--- config.mk ---
export PLATFORM = sky130hd
export DESIGN_NAME = tsr_bridge
export DESIGN_NICKNAME = d
export VERILOG_FILES = /design/src/shared/tsr_pkg.sv /design/src/shared/tsr_line_if.sv /design/src/hw/tsr_bridge.sv /design/src/hw/tsr_line_relay.sv
export SDC_FILE = /design/constraint.sdc
export NUM_CORES = 1
export LEC_CHECK = 0
export ABC_AREA = 0
export BUFFER_PORTS_ARGS = -buffer_cell sky130_fd_sc_hd__buf_2
export CAP_MARGIN = 20
export CORE_MARGIN = 5
export CORE_UTILIZATION = 28
export CTS_CLUSTER_DIAMETER = 60
export CTS_CLUSTER_SIZE = 24
export DETAILED_ROUTE_END_ITERATION = 8
export MAX_ROUTING_LAYER = met4
export SLEW_MARGIN = 0
export SYNTH_ARGS = -nofsm -noshare
export SYNTH_HDL_FRONTEND = slang
export SYNTH_SLANG_ARGS = --single-unit
--- constraint.sdc ---
create_clock -name pclk -period 1.75 [get_ports pclk]
set_input_delay 0.175 -clock pclk [delete_from_list [all_inputs] [get_ports pclk]]
set_output_delay 0.175 -clock pclk [all_outputs]
set_load 0.005 [all_outputs]
--- src/shared/tsr_pkg.sv ---
package tsr_pkg;

  localparam int unsigned NLINES = 8;
  localparam int unsigned NSEGS  = 3;
  localparam int unsigned NDIR   = 4;

  // direction enable bits inside one line's nibble
  localparam int unsigned DIR_12 = 0;
  localparam int unsigned DIR_21 = 1;
  localparam int unsigned DIR_23 = 2;
  localparam int unsigned DIR_32 = 3;

  // register offsets (byte addresses)
  localparam logic [7:0] ADDR_ROUTE  = 8'h00;
  localparam logic [7:0] ADDR_STATUS = 8'h04;
  localparam logic [7:0] ADDR_LEVEL  = 8'h08;
  localparam logic [7:0] ADDR_SLOTQ  = 8'h0c;

  // field positions
  localparam int unsigned ST_THREE_BIT = 0;
  localparam int unsigned ST_REJ_BIT   = 1;
  localparam int unsigned SLOTQ_SEG_LO = 8;

  // reset values and counts
  localparam logic [31:0] ROUTE_RST   = 32'h0000_0000;
  localparam logic [4:0]  SLOT_RST    = 5'h00;
  localparam logic [1:0]  LOCK_CYCLES = 2'h2;

  // slot boundaries
  localparam logic [4:0] SEG1_LAST3 = 5'h06;
  localparam logic [4:0] SEG2_LAST3 = 5'h0c;
  localparam logic [4:0] SLOT_MAX3  = 5'h12;
  localparam logic [4:0] SEG1_LAST2 = 5'h05;
  localparam logic [4:0] SLOT_MAX2  = 5'h0a;

  typedef enum logic [1:0] {
    ST_CAPT = 2'b01,
    ST_RUN  = 2'b10
  } tsr_state_t;

  // legal direction set for one line
  function automatic logic tsr_nib_ok(input logic [3:0] n, input logic three);
    logic ok;
    ok = 1'b1;
    if (n[DIR_12] && n[DIR_21]) ok = 1'b0;
    if (n[DIR_23] && n[DIR_32]) ok = 1'b0;
    if (n[DIR_12] && n[DIR_32]) ok = 1'b0;
    if (!three && (n[DIR_23] || n[DIR_32])) ok = 1'b0;
    return ok;
  endfunction

  function automatic logic tsr_word_ok(input logic [31:0] w, input logic three);
    logic ok;
    ok = 1'b1;
    for (int l = 0; l < NLINES; l++) begin
      ok = ok & tsr_nib_ok(w[l*NDIR +: NDIR], three);
    end
    return ok;
  endfunction

  // 0 = no such slot, else segment number
  function automatic logic [1:0] tsr_seg_of_slot(input logic [4:0] s, input logic three);
    logic [1:0] seg;
    seg = 2'h0;
    if (three) begin
      if (s >= 5'h01 && s <= SEG1_LAST3) seg = 2'h1;
      else if (s > SEG1_LAST3 && s <= SEG2_LAST3) seg = 2'h2;
      else if (s > SEG2_LAST3 && s <= SLOT_MAX3) seg = 2'h3;
    end else begin
      if (s >= 5'h01 && s <= SEG1_LAST2) seg = 2'h1;
      else if (s > SEG1_LAST2 && s <= SLOT_MAX2) seg = 2'h2;
    end
    return seg;
  endfunction

endpackage

--- src/shared/tsr_line_if.sv ---
`timescale 1ns/1ps
`default_nettype none
interface tsr_line_if;
  import tsr_pkg::*;
  logic [NDIR-1:0]  en;
  logic [NSEGS-1:0] lvl;
  logic             three;
  logic [NSEGS-1:0] drv;
  logic [NSEGS-1:0] oe;
  modport ctrl  (output en, output lvl, output three, input drv, input oe);
  modport relay (input en, input lvl, input three, output drv, output oe);
endinterface
`default_nettype wire

--- src/hw/tsr_bridge.sv ---
// The APB slave port and the address map were decided locally.
`timescale 1ns/1ps
`default_nettype none
module tsr_bridge
  import tsr_pkg::*;
(
  // clock and reset
  input  wire logic                          pclk,
  input  wire logic                          presetn,
  // apb slave
  input  wire logic                          psel,
  input  wire logic                          penable,
  input  wire logic                          pwrite,
  input  wire logic [7:0]                    paddr,
  input  wire logic [31:0]                   pwdata,
  output var  logic [31:0]                   prdata,
  output var  logic                          pready,
  output var  logic                          pslverr,
  // chassis strap: high for the three-segment backplane
  input  wire logic                          three_seg_strap,
  // backplane trigger lines, per segment
  input  wire logic [NSEGS-1:0][NLINES-1:0]  trig_in,
  output var  logic [NSEGS-1:0][NLINES-1:0]  trig_out,
  output var  logic [NSEGS-1:0][NLINES-1:0]  trig_oe
);

  // ----------------------------------------------------------------
  // input synchronisers
  // ----------------------------------------------------------------
  logic [NSEGS-1:0][NLINES-1:0] trig_s1_q;
  logic [NSEGS-1:0][NLINES-1:0] trig_s2_q;
  logic                         strap_s1_q;
  logic                         strap_s2_q;

  always_ff @(posedge pclk or negedge presetn) begin
    if (!presetn) begin
      trig_s1_q <= '0;
      trig_s2_q <= '0;
    end else begin
      trig_s1_q <= trig_in;
      trig_s2_q <= trig_s1_q;
    end
  end

  always_ff @(posedge pclk or negedge presetn) begin
    if (!presetn) begin
      strap_s1_q <= 1'b0;
      strap_s2_q <= 1'b0;
    end else begin
      strap_s1_q <= three_seg_strap;
      strap_s2_q <= strap_s1_q;
    end
  end

  // ----------------------------------------------------------------
  // backplane size capture
  // ----------------------------------------------------------------
  // the strap is caught once after release; routes are refused until then,
  // so the segment count can never change under an active route
  tsr_state_t st_q;
  logic [1:0] lock_cnt_q;
  logic       three_q;

  always_ff @(posedge pclk or negedge presetn) begin
    if (!presetn) begin
      st_q       <= ST_CAPT;
      lock_cnt_q <= 2'h0;
      three_q    <= 1'b0;
    end else begin
      case (st_q)
        ST_CAPT: begin
          if (lock_cnt_q == LOCK_CYCLES) begin
            three_q <= strap_s2_q;
            st_q    <= ST_RUN;
          end else begin
            lock_cnt_q <= lock_cnt_q + 2'h1;
          end
        end
        ST_RUN: begin
          st_q <= ST_RUN;
        end
        default: begin
          st_q <= ST_CAPT;
        end
      endcase
    end
  end

  // ----------------------------------------------------------------
  // apb decode
  // ----------------------------------------------------------------
  logic        setup;
  logic        access;
  logic        addr_hit;
  logic        wr_bad;
  logic        route_ok;
  logic [31:0] rd_val;
  logic        pready_q;
  logic        pslverr_q;
  logic [31:0] prdata_q;
  // configuration state, read by the decode and written further down
  logic [31:0] route_q;
  logic        rej_q;
  logic [4:0]  slot_q;

  assign setup    = psel & ~penable;
  assign access   = psel & penable & pready_q;
  assign route_ok = tsr_word_ok(pwdata, three_q) & (st_q == ST_RUN);

  always_comb begin
    addr_hit = 1'b1;
    wr_bad   = 1'b0;
    rd_val   = 32'h0000_0000;
    case (paddr)
      ADDR_ROUTE: begin
        rd_val = route_q;
        wr_bad = pwrite & ~route_ok;
      end
      ADDR_STATUS: begin
        rd_val[ST_THREE_BIT] = three_q;
        rd_val[ST_REJ_BIT]   = rej_q;
      end
      ADDR_LEVEL: begin
        rd_val[NLINES*NSEGS-1:0] = trig_s2_q;
      end
      ADDR_SLOTQ: begin
        rd_val[4:0]                           = slot_q;
        rd_val[SLOTQ_SEG_LO +: 2]             = tsr_seg_of_slot(slot_q, three_q);
      end
      default: begin
        addr_hit = 1'b0;
      end
    endcase
  end

  // answer comes in the first access cycle: pready is registered from setup
  always_ff @(posedge pclk or negedge presetn) begin
    if (!presetn) begin
      pready_q  <= 1'b0;
      pslverr_q <= 1'b0;
      prdata_q  <= 32'h0000_0000;
    end else begin
      pready_q <= setup;
      if (setup) begin
        pslverr_q <= ~addr_hit | wr_bad;
        prdata_q  <= (pwrite || !addr_hit) ? 32'h0000_0000 : rd_val;
      end
    end
  end

  assign pready  = pready_q;
  assign pslverr = pslverr_q;
  assign prdata  = prdata_q;

  // ----------------------------------------------------------------
  // configuration registers
  // ----------------------------------------------------------------
  logic        wr_route;
  logic        wr_reject;

  assign wr_route  = access & pwrite & (paddr == ADDR_ROUTE) & ~pslverr_q;
  assign wr_reject = access & pwrite & (paddr == ADDR_ROUTE) & pslverr_q;

  // volatile routes: reset or an accepted write of zero clears them, no copy survives a restart
  always_ff @(posedge pclk or negedge presetn) begin
    if (!presetn) begin
      route_q <= ROUTE_RST;
    end else if (wr_route) begin
      route_q <= pwdata;
    end
  end

  // sticky refusal flag; a new refusal beats a same-cycle clear
  always_ff @(posedge pclk or negedge presetn) begin
    if (!presetn) begin
      rej_q <= 1'b0;
    end else if (wr_reject) begin
      rej_q <= 1'b1;
    end else if (access && pwrite && paddr == ADDR_STATUS && pwdata[ST_REJ_BIT]) begin
      rej_q <= 1'b0;
    end
  end

  always_ff @(posedge pclk or negedge presetn) begin
    if (!presetn) begin
      slot_q <= SLOT_RST;
    end else if (access && pwrite && paddr == ADDR_SLOTQ) begin
      slot_q <= pwdata[4:0];
    end
  end

  // ----------------------------------------------------------------
  // per-line repeaters
  // ----------------------------------------------------------------
  // each line has its own relay, so no route on one line touches another
  for (genvar l = 0; l < NLINES; l++) begin : g_line
    tsr_line_if lif ();

    assign lif.en    = route_q[l*NDIR +: NDIR];
    assign lif.three = three_q;
    for (genvar s = 0; s < NSEGS; s++) begin : g_seg
      assign lif.lvl[s]   = trig_s2_q[s][l];
      assign trig_out[s][l] = lif.drv[s];
      assign trig_oe[s][l]  = lif.oe[s];
    end

    tsr_line_relay u_relay (
      .pclk    (pclk),
      .presetn (presetn),
      .lif     (lif.relay)
    );
  end

  // ----------------------------------------------------------------
  // checks
  // ----------------------------------------------------------------
  // per-direction views of the route word, one bit per line
  logic [NLINES-1:0] en12_v;
  logic [NLINES-1:0] en21_v;
  logic [NLINES-1:0] en23_v;
  logic [NLINES-1:0] en32_v;

  always_comb begin
    en12_v = '0;
    en21_v = '0;
    en23_v = '0;
    en32_v = '0;
    for (int l = 0; l < NLINES; l++) begin
      en12_v[l] = route_q[l*NDIR + DIR_12];
      en21_v[l] = route_q[l*NDIR + DIR_21];
      en23_v[l] = route_q[l*NDIR + DIR_23];
      en32_v[l] = route_q[l*NDIR + DIR_32];
    end
  end

  reset_iso_a: assert property (@(posedge pclk)
    !$past(presetn) |-> (route_q == ROUTE_RST) ##1 (trig_oe == '0))
    else $error("segments not isolated after reset");

  reset_lose_a: assert property (@(posedge pclk)
    !presetn |=> (route_q == ROUTE_RST))
    else $error("route survived reset");

  reject_keep_a: assert property (@(posedge pclk) disable iff (!presetn)
    wr_reject |=> $stable(route_q) && rej_q)
    else $error("refused route write changed the routes");

  accept_valid_a: assert property (@(posedge pclk) disable iff (!presetn)
    (setup && pwrite && paddr == ADDR_ROUTE && st_q == ST_RUN && three_q
     && tsr_word_ok(pwdata, 1'b1)) ##1 access |=> (route_q == $past(pwdata)))
    else $error("valid route combination refused");

  legal_only_a: assert property (@(posedge pclk) disable iff (!presetn)
    tsr_word_ok(route_q, three_q))
    else $error("illegal route combination stored");

  two_seg_a: assert property (@(posedge pclk) disable iff (!presetn)
    (st_q == ST_RUN && !three_q) |-> (trig_oe[2] == '0))
    else $error("third segment driven on ten-slot backplane");

  slot_map_a: assert property (@(posedge pclk) disable iff (!presetn)
    (three_q && slot_q == 5'h07) |-> (tsr_seg_of_slot(slot_q, three_q) == 2'h2))
    else $error("slot seven not in segment two");

  level_visible_a: assert property (@(posedge pclk) disable iff (!presetn)
    (route_q[DIR_12] && $stable(route_q[DIR_12]) && $stable(trig_s2_q[0][0]))
    |=> trig_out[1][0] == $past(trig_s2_q[0][0]))
    else $error("line zero not copied from segment one");

  apb_answer_a: assert property (@(posedge pclk) disable iff (!presetn)
    setup |=> pready ##1 !pready)
    else $error("apb answer not in first access cycle");

  // output enables lag the route word by exactly one edge
  oe_seg1_a: assert property (@(posedge pclk) disable iff (!presetn)
    trig_oe[0] == $past(en21_v))
    else $error("segment one enables do not follow the routes");

  oe_seg2_a: assert property (@(posedge pclk) disable iff (!presetn)
    trig_oe[1] == $past(en12_v | en32_v))
    else $error("segment two enables do not follow the routes");

  oe_seg3_a: assert property (@(posedge pclk) disable iff (!presetn)
    trig_oe[2] == $past(en23_v & {NLINES{three_q}}))
    else $error("segment three enables do not follow the routes");

  out_gate_a: assert property (@(posedge pclk) disable iff (!presetn)
    (trig_out & ~trig_oe) == '0)
    else $error("line value driven while bridge output disabled");

  iso_idle_a: assert property (@(posedge pclk) disable iff (!presetn)
    (route_q == ROUTE_RST) |=> (trig_oe == '0))
    else $error("segment driven with no route enabled");

  bidir_12_a: assert property (@(posedge pclk) disable iff (!presetn)
    (en12_v & en21_v) == '0)
    else $error("both directions stored on boundary one-two");

  bidir_23_a: assert property (@(posedge pclk) disable iff (!presetn)
    (en23_v & en32_v) == '0)
    else $error("both directions stored on boundary two-three");

  double_drive_a: assert property (@(posedge pclk) disable iff (!presetn)
    (en12_v & en32_v) == '0)
    else $error("segment two fed from both sides");

  two_seg_route_a: assert property (@(posedge pclk) disable iff (!presetn)
    !three_q |-> ((en23_v | en32_v) == '0))
    else $error("boundary two-three used on ten-slot backplane");

  strap_hold_a: assert property (@(posedge pclk) disable iff (!presetn)
    (st_q == ST_RUN) |=> $stable(three_q))
    else $error("segment count changed after capture");

  early_refuse_a: assert property (@(posedge pclk) disable iff (!presetn)
    (setup && pwrite && paddr == ADDR_ROUTE && st_q != ST_RUN) |=> pslverr)
    else $error("route write before strap capture not refused");

  unmapped_err_a: assert property (@(posedge pclk) disable iff (!presetn)
    (setup && !addr_hit) |=> pslverr)
    else $error("unmapped access not flagged");

  route_hold_a: assert property (@(posedge pclk) disable iff (!presetn)
    !wr_route |=> $stable(route_q))
    else $error("routes changed without an accepted write");

  rej_clear_a: assert property (@(posedge pclk) disable iff (!presetn)
    (access && pwrite && paddr == ADDR_STATUS && pwdata[ST_REJ_BIT] && !wr_reject)
    |=> !rej_q)
    else $error("refusal flag not cleared");

  // seg1 fed from seg2 only when seg2 is not itself fed from seg3
  copy_seg2_a: assert property (@(posedge pclk) disable iff (!presetn)
    (en21_v[0] && !en32_v[0]) |=> trig_out[0][0] == $past(trig_s2_q[1][0]))
    else $error("line zero not copied from segment two");

  chain_seg3_a: assert property (@(posedge pclk) disable iff (!presetn)
    (en12_v[0] && en23_v[0] && three_q) |=> trig_out[2][0] == $past(trig_s2_q[0][0]))
    else $error("chained route does not carry segment one level");

  level_read_a: assert property (@(posedge pclk) disable iff (!presetn)
    (setup && !pwrite && paddr == ADDR_LEVEL) |=> prdata[23:0] == $past(trig_s2_q))
    else $error("level register does not show synced lines");

endmodule
`default_nettype wire

--- src/hw/tsr_line_relay.sv ---
`timescale 1ns/1ps
`default_nettype none
module tsr_line_relay
  import tsr_pkg::*;
(
  // clock and reset
  input wire logic    pclk,
  input wire logic    presetn,
  // one trigger line
  tsr_line_if.relay   lif
);

  logic [NSEGS-1:0] drv_q;
  logic [NSEGS-1:0] oe_q;
  logic             lvl2_eff;

  // level seen in segment two, taken at its source to avoid stacking pin latency
  always_comb begin
    if (lif.en[DIR_12])      lvl2_eff = lif.lvl[0];
    else if (lif.en[DIR_32]) lvl2_eff = lif.lvl[2];
    else                     lvl2_eff = lif.lvl[1];
  end

  // one repeater per boundary direction, each to an adjacent segment only
  always_ff @(posedge pclk or negedge presetn) begin
    if (!presetn) begin
      oe_q  <= 3'h0;
      drv_q <= 3'h0;
    end else begin
      oe_q[0]  <= lif.en[DIR_21];
      oe_q[1]  <= lif.en[DIR_12] | lif.en[DIR_32];
      oe_q[2]  <= lif.en[DIR_23] & lif.three;
      drv_q[0] <= lif.en[DIR_21] & lvl2_eff;
      drv_q[1] <= lif.en[DIR_12] ? lif.lvl[0] : (lif.en[DIR_32] & lif.lvl[2]);
      drv_q[2] <= lif.en[DIR_23] & lif.three & lvl2_eff;
    end
  end

  assign lif.drv = drv_q;
  assign lif.oe  = oe_q;

  no_bidir_a: assert property (@(posedge pclk) disable iff (!presetn)
    !(lif.en[DIR_12] && lif.en[DIR_21]) && !(lif.en[DIR_23] && lif.en[DIR_32]))
    else $error("both directions enabled on one boundary");

  single_src_a: assert property (@(posedge pclk) disable iff (!presetn)
    !(lif.en[DIR_12] && lif.en[DIR_32]))
    else $error("segments one and three both drive segment two");

  copy_level_a: assert property (@(posedge pclk) disable iff (!presetn)
    lif.en[DIR_12] |=> (drv_q[1] == $past(lif.lvl[0])))
    else $error("segment two does not follow segment one");

  drive_dest_a: assert property (@(posedge pclk) disable iff (!presetn)
    lif.en[DIR_21] |=> oe_q[0])
    else $error("destination not driven while route active");

endmodule
`default_nettype wire

==> metrics.md <==
| Metric | Value |
|---|---|
| Hold Path Class | `input port to flip-flop` |
| Critical path endpoint category | `flip-flop` |
| GRT Residual Overflow | `0` |
| Top cells by area, synth | `dfrtp_1, mux2_4, o21ai_0` |
| Post-Syn Instances | `476` |
| Syn Nets | `549` |
| CORE AREA | `0.0233 mm²` |
| DRC viols | `0` |
| Post-synth EDFFs | `0` |
| Slew HR | `0.670` |
| P_sw | `0.00199 W` |
| Synth Flop Type | `dfrtp_1` |
| CTS tree | `done` |
| Initial DRC count | `280` |
| Ys async rst share | `1.00` |
| Final Max Tran Viols | `0` |
| Failing checks | `negative setup slack` |
| Finish-stage setup viols | `37` |
| Startpoint Class | `flip-flop` |
| Switching share of power | `0.240` |
| Static Leakage | `4.49 nW` |
| Layout net count | `765` |
| Area grow syn2layout | `36.1%` |
| IO Count | `152` |
| RSZ-0062 raised after global routing | `yes` |
| Int Pwr | `0.00632 W` |
| Crit share post-route | `1.13` |
| Die Height | `163 µm` |
| Crit path max fanout | `22` |
| Placed cells | `948` |
| H-tree depth | `4` |
| Hpwl dp | `13400 µm` |
| CTS Buffer Depth | `2` |
| Chip width | `163 µm` |
| GP Congestion | `0.793` |
| Most frequent cells in the layout | `dfrtp_1, buf_2, nand2_1` |
| Data arrival, critical path | `2280 ps` |
| Max_cap viols | `0` |
| Most common cell after layout, fill and taps aside | `dfrtp_1` |
| Max VDD drop | `0.521 mV` |
| Yosys warning total | `0` |
| Worst Skew | `12.7 ps` |
| Finished Layout Cells | `1026` |
| Top-area cell type share of the netlist area | `0.663` |
| Status | `finished with violations` |
| Largest net degree at the start of global routing | `49` |
| Antenna-violating nets left | `0` |
| Routed WL | `18200 µm` |
| Die Footprint | `0.0266 mm²` |
| Sequential share of power | `0.499` |
| Worst EP required | `2060 ps` |
| Layout cell share with drive strength beyond 1 | `0.376` |
| Critical path class | `flip-flop to flip-flop` |
| Synth Register Bits | `175` |
| Total track usage | `0.143` |
| Sink Count | `175` |
| FILL cells | `2277` |
| CTS clk-pin slew, worst paths | `70 ps` |
| Setup ws final | `-222 ps` |
| CTS Root Buffer Type | `clkbuf_16` |
| Syn Area/Cell | `13.8 µm²` |
| Final hold violations | `0` |
| IO buf count | `151` |
| DR vias | `4467` |
| Vias in the first global route | `4618` |
| Final Util | `0.384` |
| Final worst path period need | `1970 ps` |
| Cell Rows | `56` |
| Clock power frac | `0.450` |
| Combinational power share | `0.051` |
| DR vias/cell | `4.35` |
| Synth unique cells | `47` |
| Synth area leader | `dfrtp_1` |
| Max stage delay cell, worst path | `or4_4` |
| Fmax | `507 MHz` |
| First-pass GRT wire length | `27600 µm` |
| PwrDens | `930 mW/mm²` |
| Mapped Area | `0.00657 mm²` |
| Initial antenna violation count | `1` |
| Crit-path cells | `nand4_1 -> or3_4 -> or4_4 -> buf_12 -> mux2_4` |
| Initial Util | `0.282` |
| Worst slew pin tran | `495 ps` |
| Sequential share of the synthesized area | `0.667` |
| Number of buffers created by CTS | `17` |
| Clk_lat worst skew | `430 ps` |
| Detailed-route wire length per cell | `17.7 µm` |
| DRT Pass-1 Iters | `4` |
| Largest stage delay on the critical path | `470 ps` |
## power by group through the flow
stage               sequential, W  clock (W)  combinational, W
detailed placement        0.00423          0          0.000353
finish                    0.00415    0.00374          0.000423
global placement          0.00423          0          0.000350
CTS                       0.00415    0.00386          0.000430
floorplan                 0.00420          0         0.0000934
global route              0.00415    0.00401          0.000472
## cells by family after synthesis
group,after synthesis,share of synthesized area
fa+ha+maj,3,0.00572
buf+inv,27,0.0244
flops,175,0.667
mux,52,0.107
xor+xnor,1,0.00133
simple gates,122,0.0995
compound gates,96,0.0943
## final timing paths
check / start / endpoint / slack [ps] / cells past startpoint
hold reg to reg: trig_s1_q[23] / g_line[7].lif.lvl[2] / 350 / 0
hold / removal: pwdata[5] / route_q[5] / 20 / 2
setup / recovery: pready / route_q[9] / -220 / 5
setup reg to reg: pready / route_q[9] / -220 / 5
min in group asynchronous: presetn / g_line[6].u_relay.lif.drv[0] / 260 / 2
max in group asynchronous: presetn / pready / 850 / 3
## critical path, delay by kind of cell (launching register included)
kind                   cells  cell delay, ps
buffers and inverters      1             200
flip-flops                 1             350
multiplexers               1             310
AND/OR/NAND/NOR            3             990
## registers in the layout, indices dropped and copies added, names as in the netlist
name                    flops
pready                      1
st_q                        2
rej_q                       1
slot_q                      5
g_line.u_relay.lif.oe      24
route_q                    32
pslverr                     1
strap_s1_q                  1
g_line.lif.lvl             24
lock_cnt_q                  2
g_line.u_relay.lif.drv     24
strap_s2_q                  1
prdata                     32
g_line.lif.three            1
trig_s1_q                  24
## through the flow
step                      worst slack, ps  hold WS, ps  TNS (ps)  area (µm²)  total power, W
after global placement               -495          153    -26330        7890         0.00458
after floorplan                      -523         -121    -20450        6590         0.00430
after global routing                 -281         7.11     -8890        8930         0.00864
final                                -222         16.5     -6670        8940         0.00831
after CTS                            -236       0.0559     -6900        8890         0.00844
after detailed placement             -531          162    -27830        7890         0.00458
## what timing repair did
action | CTS | global route
hold buffers | 42 | 0
endpoints found under the setup margin | 32 | 39
resized for setup | 1 | 9
hold endpoints to repair | 84 | 0
setup buffers | 0 | 2
## synthesized netlist by cell type (8+ instances only)
library cell  number
nand2_1           47
dfrtp_1          174
nor2_1             9
a22oi_1           21
mux2_2             8
mux2i_1           12
nor2b_1           15
and2_1            12
inv_1              8
mux2_4            30
o21ai_0           41
or2_2             10
clkbuf_1          13
a22o_1            10
## cell type report
cell class / count / area [µm²] / area share
antenna: 2 / 5.00 / 0.000560
clock buffer: 17 / 425 / 0.0476
clock inverter: 15 / 151 / 0.0169
inverter: 8 / 30.0 / 0.00336
multi-input combinational: 274 / 2080 / 0.232
sequential: 175 / 4380 / 0.490
tap: 319 / 399 / 0.0447
timing repair buffer: 216 / 1470 / 0.164
## layer usage
metal	GRT usage	up-vias	wire length, µm
met2	0.211	139	8290
met3	0.0464	15	1380
met1	0.192	2215	8290
met5	-	-	0
met4	0.0355	0	216
li1	-	2098	-
No activity file was read; power rests on OpenSTA's default activity.
